`config.mk`:
```
export PLATFORM = sky130hd
export DESIGN_NAME = opcode_operand_decoder
export DESIGN_NICKNAME = d
export VERILOG_FILES = /design/src/rtl/operand_spec_decode.v /design/src/rtl/opcode_operand_decoder.v
export VERILOG_INCLUDE_DIRS = /design/src /design/src/rtl
export SDC_FILE = /design/constraint.sdc
export NUM_CORES = 1
export LEC_CHECK = 0
export BUFFER_PORTS_ARGS = -buffer_cell sky130_fd_sc_hd__buf_2
export CELL_PAD_IN_SITES_DETAIL_PLACEMENT = 1
export CELL_PAD_IN_SITES_GLOBAL_PLACEMENT = 1
export CORE_MARGIN = 1
export CORE_UTILIZATION = 47
export CTS_BUF_LIST = sky130_fd_sc_hd__clkbuf_16
export DETAILED_ROUTE_END_ITERATION = 6
export PLACE_DENSITY_LB_ADDON = 0.05
export REMOVE_ABC_BUFFERS = 1
export SKIP_CTS_REPAIR_TIMING = 1
export SYNTH_ARGS = -nofsm -noshare
export SYNTH_HDL_FRONTEND = slang
export SYNTH_SLANG_ARGS = --single-unit
```
`constraint.sdc`:
```
create_clock -name core_clk -period 6.9 [get_ports core_clk]
set_clock_uncertainty 0.2 [all_clocks]
set_input_delay 1.035 -clock core_clk [delete_from_list [all_inputs] [get_ports core_clk]]
set_output_delay 1.035 -clock core_clk [all_outputs]
set_load 0.05 [all_outputs]
```
`src/rtl/opcode_decoder_defs.vh`:
```
`ifndef OPCODE_DECODER_DEFS_VH
`define OPCODE_DECODER_DEFS_VH
// Escape byte to the two-byte table
`define ESCAPE_BYTE 8'h0F
// Addressing method codes
`define AM_NONE 4'h0
`define AM_DIRECT 4'h1
`define AM_CTRL 4'h2
`define AM_DEBUG 4'h3
`define AM_RM 4'h4
`define AM_FLAGS 4'h5
`define AM_GREG 4'h6
`define AM_IMM 4'h7
`define AM_REL 4'h8
`define AM_MEM 4'h9
`define AM_MOFFS 4'hA
`define AM_RONLY 4'hB
`define AM_SEG 4'hC
`define AM_TEST 4'hD
`define AM_SRCSTR 4'hE
`define AM_DSTSTR 4'hF
// Operand type codes
`define OT_NONE 3'h0
`define OT_B 3'h1
`define OT_W 3'h2
`define OT_D 3'h3
`define OT_V 3'h4
`define OT_P 3'h5
`define OT_S 3'h6
`define OT_A 3'h7
// Segment selector codes for string pointers
`define SEG_ES 3'h0
`define SEG_DS 3'h3
// Index register numbers
`define REG_SI 3'h6
`define REG_DI 3'h7
// Register file selectors
`define RF_NONE 3'h0
`define RF_GEN16 3'h1
`define RF_GEN32 3'h2
`define RF_SEG 3'h3
`define RF_CTRL 3'h4
`define RF_DEBUG 3'h5
`define RF_TEST 3'h6
`define RF_GEN8 3'h7
`endif

```
`src/rtl/operand_spec_decode.v`:
```
`timescale 1ns/1ps
`default_nettype none
`include "opcode_decoder_defs.vh"
module operand_spec_decode
(
	// Operand descriptor
	input wire [3:0] method,
	input wire [2:0] otype,
	input wire op32,
	input wire addr32,
	input wire [7:0] modrm,
	// Decoded operand
	output reg needs_modrm,
	output reg [3:0] size_bytes,
	output reg [2:0] reg_file,
	output reg [2:0] reg_num,
	output reg is_mem,
	output reg [2:0] seg_sel,
	output reg [2:0] imm_bytes,
	output reg rel_signed,
	output reg bad_form
);
	always @*
	begin
		needs_modrm = 1'b0;
		reg_file = `RF_NONE;
		reg_num = modrm[5:3];
		is_mem = 1'b0;
		seg_sel = `SEG_DS;
		imm_bytes = 3'h0;
		rel_signed = 1'b0;
		bad_form = 1'b0;
		case (otype)
			`OT_B: size_bytes = 4'h1;
			`OT_W: size_bytes = 4'h2;
			`OT_D: size_bytes = 4'h4;
			`OT_V: size_bytes = op32 ? 4'h4 : 4'h2;
			`OT_P: size_bytes = op32 ? 4'h6 : 4'h4;
			`OT_S: size_bytes = 4'h6;
			`OT_A: size_bytes = op32 ? 4'h8 : 4'h4;
			default: size_bytes = 4'h0;
		endcase
		case (method)
			`AM_DIRECT:
			begin
				is_mem = 1'b1;
				imm_bytes = size_bytes[2:0];
			end
			`AM_CTRL:
			begin
				needs_modrm = 1'b1;
				reg_file = `RF_CTRL;
			end
			`AM_DEBUG:
			begin
				needs_modrm = 1'b1;
				reg_file = `RF_DEBUG;
			end
			`AM_TEST:
			begin
				needs_modrm = 1'b1;
				reg_file = `RF_TEST;
			end
			`AM_GREG:
			begin
				needs_modrm = 1'b1;
				reg_file = (size_bytes == 4'h1) ? `RF_GEN8 :
					(size_bytes == 4'h4) ? `RF_GEN32 : `RF_GEN16;
			end
			`AM_SEG:
			begin
				needs_modrm = 1'b1;
				reg_file = `RF_SEG;
			end
			`AM_MOFFS:
			begin
				is_mem = 1'b1;
				imm_bytes = addr32 ? 3'h4 : 3'h2;
			end
			`AM_SRCSTR:
			begin
				is_mem = 1'b1;
				seg_sel = `SEG_DS;
				reg_num = `REG_SI;
			end
			`AM_DSTSTR:
			begin
				is_mem = 1'b1;
				seg_sel = `SEG_ES;
				reg_num = `REG_DI;
			end
			`AM_REL:
			begin
				rel_signed = 1'b1;
				imm_bytes = size_bytes[2:0];
			end
			`AM_MEM:
			begin
				needs_modrm = 1'b1;
				is_mem = 1'b1;
				bad_form = (modrm[7:6] == 2'h3);
			end
			`AM_RONLY:
			begin
				needs_modrm = 1'b1;
				reg_num = modrm[2:0];
				reg_file = op32 ? `RF_GEN32 : `RF_GEN16;
			end
			`AM_RM:
			begin
				needs_modrm = 1'b1;
				reg_num = modrm[2:0];
				is_mem = (modrm[7:6] != 2'h3);
				if (modrm[7:6] == 2'h3)
					reg_file = (size_bytes == 4'h1) ? `RF_GEN8 :
						(size_bytes == 4'h4) ? `RF_GEN32 : `RF_GEN16;
			end
			`AM_IMM:
				imm_bytes = (size_bytes > 4'h4) ? 3'h4 : size_bytes[2:0];
			default:
				reg_num = 3'h0;
		endcase
	end
endmodule // operand_spec_decode
`default_nettype wire

```
`src/rtl/opcode_operand_decoder.v`:
```
`timescale 1ns/1ps
`default_nettype none
`include "opcode_decoder_defs.vh"
module opcode_operand_decoder
(
	// Clock and reset
	input wire core_clk,
	input wire nrst,
	// From fetch unit
	input wire byte_valid,
	input wire [7:0] byte_data,
	input wire op32,
	input wire addr32,
	output wire byte_ready,
	// To execution pipeline
	output reg dec_valid,
	output reg two_byte,
	output reg [7:0] opcode,
	output reg [7:0] modrm,
	output reg [3:0] method1,
	output reg [2:0] type1,
	output reg [3:0] method2,
	output reg [2:0] type2,
	output reg [3:0] size1,
	output reg [2:0] reg_file1,
	output reg [2:0] reg_num1,
	output reg mem1,
	output reg [2:0] seg1,
	output reg [3:0] size2,
	output reg [2:0] reg_file2,
	output reg [2:0] reg_num2,
	output reg mem2,
	output reg [2:0] seg2,
	output reg [2:0] imm_bytes,
	output reg rel_signed,
	output reg size_dependent_register,
	// To exception logic
	output reg invalid_opcode
);
	localparam S_FIRST = 3'b001;
	localparam S_ESC = 3'b010;
	localparam S_MODRM = 3'b100;

	reg [2:0] state;
	reg [7:0] op_hold;
	reg esc_hold;
	reg [3:0] tm1, tm2;
	reg [2:0] tt1, tt2;
	reg tbl_undef;
	reg cur_esc;
	reg [7:0] cur_op;
	wire [3:0] row;
	wire [3:0] col;
	wire [7:0] cur_modrm;
	wire nm1, nm2, bf1, bf2, rs1, rs2;
	wire [3:0] sz1, sz2;
	wire [2:0] rf1, rf2, rn1, rn2, sg1, sg2, ib1, ib2;
	wire im1, im2;

	assign byte_ready = 1'b1;
	assign cur_modrm = (state == S_MODRM) ? byte_data : 8'h00;

	always @*
	begin
		cur_esc = (state == S_ESC);
		cur_op = (state == S_MODRM) ? op_hold : byte_data;
		if (state == S_MODRM)
			cur_esc = esc_hold;
	end

	assign row = cur_op[7:4];
	assign col = cur_op[3:0];

	// Operand descriptor table; only a representative set of cells is populated
	always @*
	begin
		tm1 = `AM_NONE;
		tt1 = `OT_NONE;
		tm2 = `AM_NONE;
		tt2 = `OT_NONE;
		tbl_undef = 1'b0;
		if (!cur_esc)
		begin
			case (row)
				4'h0, 4'h1, 4'h2, 4'h3:
				begin
					if (col[2:0] <= 3'h3)
					begin
						tm1 = col[1] ? `AM_GREG : `AM_RM;
						tm2 = col[1] ? `AM_RM : `AM_GREG;
						tt1 = col[0] ? `OT_V : `OT_B;
						tt2 = col[0] ? `OT_V : `OT_B;
					end
					else if (col[2:0] <= 3'h5)
					begin
						tm2 = `AM_IMM;
						tt2 = col[0] ? `OT_V : `OT_B;
					end
				end
				4'h6:
					if (col == 4'h2)
					begin
						tm1 = `AM_GREG;
						tt1 = `OT_V;
						tm2 = `AM_MEM;
						tt2 = `OT_A;
					end
				4'h7:
				begin
					tm1 = `AM_REL;
					tt1 = `OT_B;
				end
				4'hE:
				begin
					if (col == 4'hA)
					begin
						tm1 = `AM_DIRECT;
						tt1 = `OT_P;
					end
					else if (col[3:1] == 3'h4)
					begin
						tm1 = `AM_REL;
						tt1 = `OT_V;
					end
					else if (col[3:2] == 2'h0 || col == 4'hB)
					begin
						tm1 = `AM_REL;
						tt1 = `OT_B;
					end
				end
				4'h8:
				begin
					if (col == 4'hC || col == 4'hE)
					begin
						tm1 = col[1] ? `AM_SEG : `AM_RM;
						tm2 = col[1] ? `AM_RM : `AM_SEG;
						tt1 = `OT_W;
						tt2 = `OT_W;
					end
					else if (col == 4'hD)
					begin
						tm1 = `AM_GREG;
						tt1 = `OT_V;
						tm2 = `AM_MEM;
					end
					else if (col[3:2] == 2'h2)
					begin
						tm1 = col[1] ? `AM_GREG : `AM_RM;
						tm2 = col[1] ? `AM_RM : `AM_GREG;
						tt1 = col[0] ? `OT_V : `OT_B;
						tt2 = col[0] ? `OT_V : `OT_B;
					end
				end
				4'h9:
					if (col == 4'hA)
					begin
						tm1 = `AM_DIRECT;
						tt1 = `OT_P;
					end
				4'hA:
				begin
					if (col[3:2] == 2'h0)
					begin
						tm1 = col[1] ? `AM_MOFFS : `AM_NONE;
						tm2 = col[1] ? `AM_NONE : `AM_MOFFS;
						tt1 = col[0] ? `OT_V : `OT_B;
						tt2 = col[0] ? `OT_V : `OT_B;
					end
					else if (col[3:2] == 2'h1)
					begin
						tm1 = `AM_SRCSTR;
						tm2 = `AM_DSTSTR;
						tt1 = col[0] ? `OT_V : `OT_B;
						tt2 = col[0] ? `OT_V : `OT_B;
					end
				end
				4'hC:
					if (col == 4'h4 || col == 4'h5)
					begin
						tm1 = `AM_GREG;
						tt1 = `OT_V;
						tm2 = `AM_MEM;
						tt2 = `OT_P;
					end
				4'hF:
					tbl_undef = (col == 4'h1);
				default:
					tbl_undef = 1'b0;
			endcase
		end
		else
		begin
			case (row)
				4'h0:
					tbl_undef = (col[3:2] == 2'h1 && col != 4'h6) || col[3];
				4'h2:
					if (col[3] || col == 4'h5 || col == 4'h7)
						tbl_undef = 1'b1;
					else
					begin
						tm1 = col[1] ? `AM_RONLY : (col[2] ? `AM_TEST :
							(col[0] ? `AM_DEBUG : `AM_CTRL));
						tm2 = col[1] ? (col[2] ? `AM_TEST :
							(col[0] ? `AM_DEBUG : `AM_CTRL)) : `AM_RONLY;
						tt1 = `OT_D;
						tt2 = `OT_D;
					end
				4'h8:
				begin
					tm1 = `AM_REL;
					tt1 = `OT_V;
				end
				4'h9:
				begin
					tm1 = `AM_RM;
					tt1 = `OT_B;
				end
				4'hA, 4'hB, 4'hC:
					tbl_undef = 1'b0;
				default:
					tbl_undef = 1'b1;
			endcase
		end
	end

	operand_spec_decode u_op1
	(
		.method(tm1),
		.otype(tt1),
		.op32(op32),
		.addr32(addr32),
		.modrm(cur_modrm),
		.needs_modrm(nm1),
		.size_bytes(sz1),
		.reg_file(rf1),
		.reg_num(rn1),
		.is_mem(im1),
		.seg_sel(sg1),
		.imm_bytes(ib1),
		.rel_signed(rs1),
		.bad_form(bf1)
	);

	operand_spec_decode u_op2
	(
		.method(tm2),
		.otype(tt2),
		.op32(op32),
		.addr32(addr32),
		.modrm(cur_modrm),
		.needs_modrm(nm2),
		.size_bytes(sz2),
		.reg_file(rf2),
		.reg_num(rn2),
		.is_mem(im2),
		.seg_sel(sg2),
		.imm_bytes(ib2),
		.rel_signed(rs2),
		.bad_form(bf2)
	);

	// Register-or-memory operands wait for the specifier byte before issue
	always @(posedge core_clk or negedge nrst)
	begin
		if (!nrst)
		begin
			state <= S_FIRST;
			op_hold <= 8'h00;
			esc_hold <= 1'b0;
			dec_valid <= 1'b0;
			two_byte <= 1'b0;
			opcode <= 8'h00;
			modrm <= 8'h00;
			method1 <= 4'h0;
			type1 <= 3'h0;
			method2 <= 4'h0;
			type2 <= 3'h0;
			size1 <= 4'h0;
			reg_file1 <= 3'h0;
			reg_num1 <= 3'h0;
			mem1 <= 1'b0;
			seg1 <= 3'h0;
			size2 <= 4'h0;
			reg_file2 <= 3'h0;
			reg_num2 <= 3'h0;
			mem2 <= 1'b0;
			seg2 <= 3'h0;
			imm_bytes <= 3'h0;
			rel_signed <= 1'b0;
			size_dependent_register <= 1'b0;
			invalid_opcode <= 1'b0;
		end
		else
		begin
			dec_valid <= 1'b0;
			invalid_opcode <= 1'b0;
			if (byte_valid)
			begin
				case (state)
					S_FIRST, S_ESC:
					begin
						if (state == S_FIRST && byte_data == `ESCAPE_BYTE)
							state <= S_ESC;
						else if (tbl_undef)
						begin
							invalid_opcode <= 1'b1;
							state <= S_FIRST;
						end
						else if (nm1 || nm2)
						begin
							op_hold <= byte_data;
							esc_hold <= cur_esc;
							state <= S_MODRM;
						end
						else
						begin
							dec_valid <= 1'b1;
							state <= S_FIRST;
						end
					end
					S_MODRM:
					begin
						state <= S_FIRST;
						invalid_opcode <= bf1 | bf2;
						dec_valid <= ~(bf1 | bf2);
					end
					default:
						state <= S_FIRST;
				endcase
				if ((state != S_MODRM && !(state == S_FIRST && byte_data == `ESCAPE_BYTE)
					&& !tbl_undef) || state == S_MODRM)
				begin
					two_byte <= cur_esc;
					opcode <= cur_op;
					modrm <= cur_modrm;
					method1 <= tm1;
					type1 <= tt1;
					method2 <= tm2;
					type2 <= tt2;
					size1 <= sz1;
					reg_file1 <= rf1;
					reg_num1 <= rn1;
					mem1 <= im1;
					seg1 <= sg1;
					size2 <= sz2;
					reg_file2 <= rf2;
					reg_num2 <= rn2;
					mem2 <= im2;
					seg2 <= sg2;
					imm_bytes <= ib1 + ib2;
					rel_signed <= rs1 | rs2;
					size_dependent_register <= (tt1 == `OT_V) | (tt2 == `OT_V);
				end
			end
		end
	end
endmodule // opcode_operand_decoder
`default_nettype wire

```
==> results.ini, run 1 <==
[die]
core.rowCount=38
die_h_um=109.8
start_util=0.4929
die-area_um2=12050
core_um2=11080
die_w_um=109.8
io-pin-count=80

[critical_path]
crit_required_ns=6.93
worstSetupPathType=input port to register
cp-start-kind=input port
r2r_cells=15
crit_arrival_ns=4.93
critPathMaxFanout=22
endpoint_kind=register

[finish]
syn_to_final_growth_pct=11.76
nets=716
layoutNonFillerInstCount=846
n_antenna_cell=0
utilization=0.5508
layout-drive-gt1-share=0.1926

[power]
p_leak_nw=2.606
ir_worst_vdd_v=0.0002045
cellPowerDensity_nw_per_um2=258.8
finalPower_w=0.001579

[logic_synthesis]
synth_area_leaders=dfrtp_1 33%, nand2_1 6.5%, nor2_1 5.4%
synth_adder_area_share=0.005958
synth_compound_area_frac=0.2573
synth_warnings=0
synth_mux_area_frac=0.05843
seq_area_frac_synth=0.3394
synth-seq-cells=74
synth-edff-count=0
synth_top_family_by_area=simple AND/OR/NAND/NOR gates
synth.most_common_cell=nand2_1
synth_top_cells_by_count=94 x nand2_1, 78 x nor2_1, 73 x dfrtp_1
synthCells=666
synth_area_um2=5460
synth_top_area_frac=0.3346
synth-xor-area-share=0.003208
synthSimpleGateAreaFrac=0.2729
synth-async-reset-ratio=1.000
synth_area_leader_cell=dfrtp_1
ys.flop_type=dfrtp_1
syn_area_per_cell_um2=8.199
synth.distinct_cells=94

[job]
drv_cap=0

[timing]
rsz0062_at_grt=no
finalSetupViolations=0
period_share=0.7102
fmax_mhz=204.1
tns_ns=0
worst_pin_slew_ns=0.9473
period_needed_ns=4.900
worst_slew_margin_rel=0.3685
hold_violations=0
hold_ws_ns=0.2703
drv_slew=0

[placement]
port_buffers=76
gp_congestion=0.9141
dpl.cell_count=830
hpwl_mm=13.66

[detailed_routing]
drt_pass1_iterations=6
drc_errors=0
antenna_left=0
vias=5524
drt-vias-per-instance=6.530
drt-total-wl_mm=19.60
wl_per_cell_um=23.16
drtIter0Drc=549

[grt]
grt-ovfl-total=0
grt_pass1_wl_mm=30.63
track_usage=0.3408
grt_max_degree=75
antenna_found_initial=0
grt_pass1_vias=5366

[clock_tree]
clock_latency_ns=0.35
cts_root_buf=clkbuf_16
cts_sinks=74
htree_num_levels=3
cts_buffers=9
cts_buffer_depth=2
cts_tree=done
cts.clk_slew.worst_paths_ns=0.06

[min_path]
hp-class=register to register
whs_path_depth=2

[outcome]
status=completed

-- metal layers --
layer  part of all wire  vias up  track usage
met5                  0        -            0
met4              0.028        0       0.1314
met3              0.064       50      0.04683
met2               0.47      258       0.5415
met1               0.44     2726       0.4664
li1                   -     2490            -
-- final timing paths --
kind                                       from                       end  slack, ns
max                                byte_data[7]  imm_bytes[2]$_DFFE_PN0P_       2.00
min                        type2[2]$_DFFE_PN0P_      type2[2]$_DFFE_PN0P_       0.27
max reg2reg                state[0]$_DFFE_PN1P_  imm_bytes[2]$_DFFE_PN0P_       2.01
min reg2reg                type2[2]$_DFFE_PN0P_      type2[2]$_DFFE_PN0P_       0.27
max in group asynchronous                  nrst      size1[1]$_DFFE_PN0P_       5.24
min in group asynchronous                  nrst      modrm[3]$_DFFE_PN0P_       0.63
-- critical path, cell delays in order --
cell and delay (ns):
buf_2 0.34, nor2b_1 0.42, a2111oi_0 0.25, nor3_1 0.65, o21ai_1 0.34, or3_1 0.54
nor3_1 0.27, ha_1 0.21, inv_1 0.05, fa_1 0.38, and2_1 0.17, a22oi_1 0.15
nand3_1 0.09
-- cell usage in the layout, fill, tap and decap left out, types with 5 or more instances in the layout --
master,count
a31oi_1,10
o21a_1,10
a21o_1,7
or3_1,7
a211oi_1,7
o22ai_1,6
nand3_1,27
o21ai_0,37
mux2_4,9
nor4bb_1,7
nor3_1,12
clkbuf_16,9
nand4_1,5
mux2_2,6
buf_2,75
nor2b_1,11
nand2_1,94
o31ai_1,7
buf_4,8
nand2b_1,9
o21ai_1,6
dfrtp_1,73
o211ai_1,5
nor2_1,78
nand4b_1,5
mux2i_1,8
inv_1,11
a21oi_1,42
-- per-stage QoR --
stage	setup slack, ns	instance area (um^2)
global placement	1.893	5793
detailed placement	1.689	5793
floorplan	-0.5949	5166
finish	2.000	6102
global route	1.700	6102
CTS	2.042	6102
-- cells by family (layout without fill, tap and decap cells) --
group / Yosys count / in the layout
compound gates: 195 / 195
xor+xnor: 2 / 2
fa+ha+maj: 2 / 2
buf+inv: 70 / 109
flops: 74 / 74
mux: 25 / 25
other cells: 2 / 3
simple gates: 296 / 296
-- registers in the layout (all words and copies together), names as in the netlist, 3 cells and up --
name and count:
type1 3, op_hold 8, reg_file1 3, opcode 8, modrm 8, method2 4
method1 4, size1 4, reg_num1 3, state 3, imm_bytes 3, type2 3
reg_file2 3, reg_num2 3, size2 4
-- final cells by class --
class / instances / area, um^2
clock buffers: 9 / 225.2
repair buffers: 83 / 435.4
well taps: 140 / 175.2
clock inverters: 7 / 83.83
inverters: 10 / 37.54
multi-input cells: 523 / 3292
flip-flops and latches: 74 / 1853
fillers: 1358 / 4976
-- power breakdown --
| group | internal, W | total, W | switching (W) |
|---|---|---|---|
| Combinational | 0.000156 | 0.000452 | 0.000296 |
| Sequential | 0.000481 | 0.000628 | 0.000147 |
| Clock | 0.000313 | 0.000499 | 0.000186 |
(Power assumes the default switching activity.)
==> run 2: changes to the inputs <==
--- a/config.mk
+++ b/config.mk
@@ -10,7 +10,7 @@
 export CELL_PAD_IN_SITES_DETAIL_PLACEMENT = 1
 export CELL_PAD_IN_SITES_GLOBAL_PLACEMENT = 1
 export CORE_MARGIN = 1
-export CORE_UTILIZATION = 47
+export CORE_UTILIZATION = 43
 export CTS_BUF_LIST = sky130_fd_sc_hd__clkbuf_16
 export DETAILED_ROUTE_END_ITERATION = 6
 export PLACE_DENSITY_LB_ADDON = 0.05
==> constraint.sdc (replaced) <==
create_clock -name core_clk -period 4.64 [get_ports core_clk]
set_clock_uncertainty 0.2 [all_clocks]
set_input_delay 0.696 -clock core_clk [delete_from_list [all_inputs] [get_ports core_clk]]
set_output_delay 0.696 -clock core_clk [all_outputs]
set_load 0.05 [all_outputs]
==> results.ini, run 2 (synthesized netlist as in run 1, its figures left out) <==
[detailed_routing]
drt-vias-per-instance=6.247  ; -4.3%
antenna_left=0  ; unchanged
drt-total-wl_mm=21.04  ; +7.4%
drc_errors=0  ; unchanged
drt_pass1_iterations=5  ; -1
wl_per_cell_um=23.17  ; about the same
drtIter0Drc=496  ; -9.7%
vias=5672  ; +2.7%

[timing]
period_share=0.9405
rsz0062_at_grt=no
drv_slew=0  ; unchanged
tns_ns=0  ; unchanged
fmax_mhz=229.1
worst_pin_slew_ns=0.9643  ; +0.01706 ns
worst_slew_margin_rel=0.3571  ; -0.01137
hold_ws_ns=0.2645  ; -0.005854 ns
finalSetupViolations=0  ; unchanged
period_needed_ns=4.364
hold_violations=0  ; unchanged

[finish]
nets=750  ; +4.7%
mostFrequentLayoutCell=nand2_1
final_cell_mix=94 x nand2_1, 78 x nor2_1, 75 x buf_2
top_regs=modrm x8, op_hold x8, opcode x8
syn_to_final_growth_pct=18.15
final.fill_count=1525  ; +12%
n_antenna_cell=0  ; unchanged
layout-drive-gt1-share=0.2338  ; +0.04115

[critical_path]
crit_arrival_ns=4.40  ; -0.53 ns
critPathMaxFanout=41  ; +86%
crit_required_ns=4.67  ; -2.26 ns
endpoint_kind=register
rrSetupSlack_ns=0.28  ; -1.73 ns
worstSetupPathType=register to register
cp-start-kind=register

[clock_tree]
cts_buffers=9  ; unchanged
cts_buffer_depth=2  ; unchanged
cts_sinks=74  ; unchanged
htree_num_levels=3  ; unchanged
cts_root_buf=clkbuf_16
cts_tree=done
cts.clk_slew.worst_paths_ns=0.06  ; about the same
clock_latency_ns=0.34  ; about the same

[grt]
grt_pass1_vias=5883  ; +9.6%
track_usage=0.3386  ; -0.002212
grt_max_degree=75  ; unchanged
antenna_found_initial=0  ; unchanged
grt_pass1_wl_mm=33.51  ; +9.4%
grt-ovfl-total=0  ; unchanged

[die]
start_util=0.4471  ; -0.04575
die_h_um=114.7  ; +4.5%
core_um2=12210  ; +10%
die_w_um=114.7  ; +4.5%
die-area_um2=13150  ; +9.1%
io-pin-count=80  ; unchanged
core.rowCount=40  ; +5.3%

[power]
switching_share=0.4014  ; +0.003170
pwr-share-comb=0.324  ; +0.038
seqPwrFrac=0.363  ; -0.035
p_int_w=0.001467  ; +54%
ir_worst_vdd_v=0.0003229  ; +58%
p_leak_nw=2.783  ; +6.8%
clkPwrFrac=0.313  ; -0.003
cellPowerDensity_nw_per_um2=379.8  ; +47%
switching_power_w=0.0009835  ; +56%

[outcome]
status=completed

[placement]
gp_congestion=0.9181  ; +0.44%
hpwl_mm=15.18  ; +11%
port_buffers=76  ; unchanged

[job]
drv_cap=0  ; unchanged

[min_path]
hp-class=register to register

[run 2: changes by cell type in the layout (fill, tap and decap cells not counted)]
cell / change
clkinv_1: -2
clkinvlp_4: +2
inv_1: -1
clkinv_2: +1
buf_4: +30
buf_12: +4
[run 2: critical path, stage by stage (launching register included)]
cell	delay [ns]
dfrtp_1	0.50
or3b_1	0.43
buf_12	0.21
or3_1	0.39
o22ai_2	0.35
nor2_1	0.19
a41oi_2	0.25
nand3_1	0.16
o211a_1	0.26
o21ba_1	0.18
o31a_1	0.26
fa_1	0.43
and2_1	0.16
a22oi_1	0.17
nand3_1	0.09
[run 2: area by class of cell]
| class | instances | area, um^2 | area share |
|---|---|---|---|
| Tap cell | 168 | 210.2 | 0.03258 |
| Clock buffer | 9 | 225.2 | 0.03491 |
| Inverter | 10 | 37.54 | 0.005818 |
| Multi-Input combinational cell | 523 | 3292 | 0.5103 |
| Sequential cell | 74 | 1853 | 0.2872 |
| Timing Repair Buffer | 117 | 740.7 | 0.1148 |
| Clock inverter | 7 | 92.59 | 0.01435 |
[run 2: routing by layer]
metal	vias up	GRT usage	routed length (um)
met4	0	0.1342	626
met5	-	0	0
met2	230	0.5596	9860
li1	2555	-	-
met3	46	0.05082	1134
met1	2841	0.4442	9419
[run 2: per-stage QoR]
step	cells	worst slack [ns]	power [W]	utilization	instance area, um^2
floorplan	607	-2.855	0.001346	-	5166
global placement	892	0.3350	0.001655	0.5023	6133
detailed placement	892	0.3000	0.001677	0.5023	6133
CTS	908	0.3376	0.002446	0.5283	6451
global route	908	0.06360	0.002549	0.5283	6451
finish	908	0.2759	0.002450	0.5283	6451
[run 2: final timing paths]
check | endpoint | cells past startpoint | startpoint
min | rel_signed$_DFFE_PN0P_ | 2 | rel_signed$_DFFE_PN0P_
min in group asynchronous | modrm[5]$_DFFE_PN0P_ | 1 | nrst
max reg2reg | imm_bytes[2]$_DFFE_PN0P_ | 14 | state[2]$_DFFE_PN0P_
max in group asynchronous | imm_bytes[1]$_DFFE_PN0P_ | 1 | nrst
max | imm_bytes[2]$_DFFE_PN0P_ | 14 | state[2]$_DFFE_PN0P_
min reg2reg | rel_signed$_DFFE_PN0P_ | 2 | rel_signed$_DFFE_PN0P_
[run 2: power groups by stage]
| stage | logic, W | registers, W | clock network [W] |
|---|---|---|---|
| 6_report | 0.000795 | 0.000889 | 0.000766 |
| 5_1_grt | 0.000854 | 0.000901 | 0.000794 |
| 4_1_cts | 0.000789 | 0.000883 | 0.000774 |
| 3_5_place_dp | 0.000783 | 0.000894 | 0 |
| 3_3_place_gp | 0.000767 | 0.000888 | 0 |
| 2_1_floorplan | 0.000364 | 0.000982 | 0 |
==> run 3: changes to the inputs <==
--- a/config.mk
+++ b/config.mk
@@ -10,7 +10,7 @@
 export CELL_PAD_IN_SITES_DETAIL_PLACEMENT = 1
 export CELL_PAD_IN_SITES_GLOBAL_PLACEMENT = 1
 export CORE_MARGIN = 1
-export CORE_UTILIZATION = 43
+export CORE_UTILIZATION = 47
 export CTS_BUF_LIST = sky130_fd_sc_hd__clkbuf_16
 export DETAILED_ROUTE_END_ITERATION = 6
 export PLACE_DENSITY_LB_ADDON = 0.05
==> constraint.sdc (replaced) <==
create_clock -name core_clk -period 5.5 [get_ports core_clk]
set_clock_uncertainty 0.2 [all_clocks]
set_input_delay 0.825 -clock core_clk [delete_from_list [all_inputs] [get_ports core_clk]]
set_output_delay 0.825 -clock core_clk [all_outputs]
set_load 0.05 [all_outputs]
==> results.ini, run 3 (synthesized netlist as in run 1, its figures left out) <==
[timing]
finalSetupViolations=0  ; unchanged
hold_violations=0  ; unchanged
drv_slew=0  ; unchanged
rsz0062_at_grt=no
tns_ns=0  ; unchanged
period_share=0.9472  ; +0.006647
worst_slew_margin_rel=0.3501  ; -0.007019
worst_pin_slew_ns=0.9503  ; -0.01405 ns
period_needed_ns=5.209  ; +0.8454 ns
fmax_mhz=192.0  ; -16%

[clock_tree]
cts_tree=done
cts_sinks=74  ; unchanged
cts_buffer_depth=2  ; unchanged
cts_root_buf=clkbuf_16
htree_num_levels=3  ; unchanged
cts_buffers=9  ; unchanged
cts.clk_slew.worst_paths_ns=0.06  ; about the same
clock_latency_ns=0.35  ; about the same

[detailed_routing]
drc_errors=0  ; unchanged
drtIter0Drc=505  ; +1.8%
antenna_left=0  ; unchanged
drt-total-wl_mm=20.13  ; -4.3%
wl_per_cell_um=23.68  ; +2.2%
drt-vias-per-instance=6.582  ; +5.4%
drt_pass1_iterations=6  ; +1
vias=5595  ; -1.4%

[power]
ir_worst_vdd_v=0.0002891  ; -10%
cellPowerDensity_nw_per_um2=318.0  ; -16%
finalPower_w=0.001951  ; -20%
p_leak_nw=2.626  ; -5.7%

[grt]
grt-ovfl-total=0  ; unchanged
grt_max_degree=75  ; unchanged
grt_pass1_vias=5606  ; -4.7%
antenna_found_initial=0  ; unchanged
track_usage=0.3527  ; +0.01413
grt_pass1_wl_mm=31.80  ; -5.1%

[job]
drv_cap=0  ; unchanged

[die]
die_w_um=109.8  ; -4.3%
core.rowCount=38  ; -5.0%
start_util=0.4929  ; +0.04575
io-pin-count=80  ; unchanged
die-area_um2=12050  ; -8.4%
die_h_um=109.8  ; -4.3%
core_um2=11080  ; -9.3%

[critical_path]
critPathMaxFanout=17  ; -59%
crit_required_ns=5.53  ; +0.86 ns
worstSetupPathType=register to register
r2r-start=state[0]$_DFFE_PN1P_
rrSetupSlack_ns=0.29  ; about the same
crit_arrival_ns=5.24  ; +0.84 ns
endpoint_kind=register
r2r_end=imm_bytes[2]$_DFFE_PN0P_
cp-start-kind=register
r2r_cells=16  ; +2

[finish]
final.fill_count=1344  ; -12%
nets=720  ; -4.0%
n_antenna_cell=0  ; unchanged
layout-drive-gt1-share=0.1986  ; -0.03519
top_regs=modrm x8, op_hold x8, opcode x8
mostFrequentLayoutCell=nand2_1
final_cell_mix=94 x nand2_1, 78 x nor2_1, 75 x buf_2
syn_to_final_growth_pct=12.33

[min_path]
hp-class=register to register
whs_path_depth=2  ; unchanged
holdPathEnd=type1[2]$_DFFE_PN0P_
min-delay-start=type1[2]$_DFFE_PN0P_

[placement]
gp_congestion=0.9555  ; +4.1%
hpwl_mm=14.18  ; -6.6%
port_buffers=76  ; unchanged

[outcome]
status=completed

==> run 3: cell types whose count changed in the layout (fill, tap and decap cells not counted), sizes merged <==
cell and change:
clkinv +2, clkinvlp -2, buf -30, inv +1, bufinv -1
==> run 3: how the worst max path moves through the flow <==
stage | start | end | slack [ns] | cells after the start
final | state[0]$_DFFE_PN1P_ | imm_bytes[2]$_DFFE_PN0P_ | 0.29 | 16
after global routing | state[0]$_DFFE_PN1P_ | imm_bytes[2]$_DFFE_PN0P_ | 0.17 | 16
after CTS | state[0]$_DFFE_PN1P_ | imm_bytes[2]$_DFFE_PN0P_ | 0.38 | 16
after detailed placement | state[0]$_DFFE_PN1P_ | imm_bytes[2]$_DFFE_PN0P_ | 0.41 | 16
after global placement | state[0]$_DFFE_PN1P_ | imm_bytes[2]$_DFFE_PN0P_ | 0.59 | 16
after floorplan | state[2]$_DFFE_PN0P_ | reg_num2[0]$_DFFE_PN0P_ | -1.99 | 9
==> run 3: metrics by stage <==
stage / area (um^2) / util / std cells / hold WS, ns / setup WS, ns
6_report: 6133 / 0.5536 / 850 / 0.2719 / 0.2905
5_1_grt: 6133 / 0.5536 / 850 / 0.2991 / 0.1742
4_1_cts: 6133 / 0.5536 / 850 / 0.2743 / 0.3758
3_5_place_dp: 5848 / 0.5279 / 834 / 0.2597 / 0.4133
3_3_place_gp: 5848 / 0.5279 / 834 / 0.2476 / 0.5892
2_1_floorplan: 5166 / - / 607 / 0.2821 / -1.995
==> run 3: power by group <==
group          switching (W)  internal (W)
clock               0.000238      0.000346
sequential          0.000191      0.000604
combinational       0.000374      0.000198
total               0.000802       0.00115
==> run 3: cell type report <==
type | instances | area [um^2] | share of cell area
multi-input cells | 523 | 3292 | 0.5367
clock buffers | 9 | 225.2 | 0.03672
well taps | 140 | 175.2 | 0.02856
flip-flops and latches | 74 | 1853 | 0.3021
repair buffers | 87 | 490.5 | 0.07997
clock inverters | 7 | 60.06 | 0.009792
inverters | 10 | 37.54 | 0.006120
==> run 3: worst max-delay path, stage by stage (launching register included) <==
cell	delay, ns
dfstp_2	0.61
or3b_1	0.62
buf_4	0.38
mux2_2	0.42
nor4_1	0.59
o21ai_1	0.21
nand3_2	0.19
nand2_1	0.19
nor3_1	0.46
nor2_1	0.08
nor2_1	0.11
ha_1	0.16
inv_1	0.05
fa_1	0.37
and2_1	0.17
a22oi_1	0.17
nand3_1	0.09
==> run 3: routing by layer <==
layer  GRT usage  wire length (um)
met1      0.4926              9050
met2      0.5522              9216
met3     0.04624              1325
met4      0.1324               537
met5           0                 0
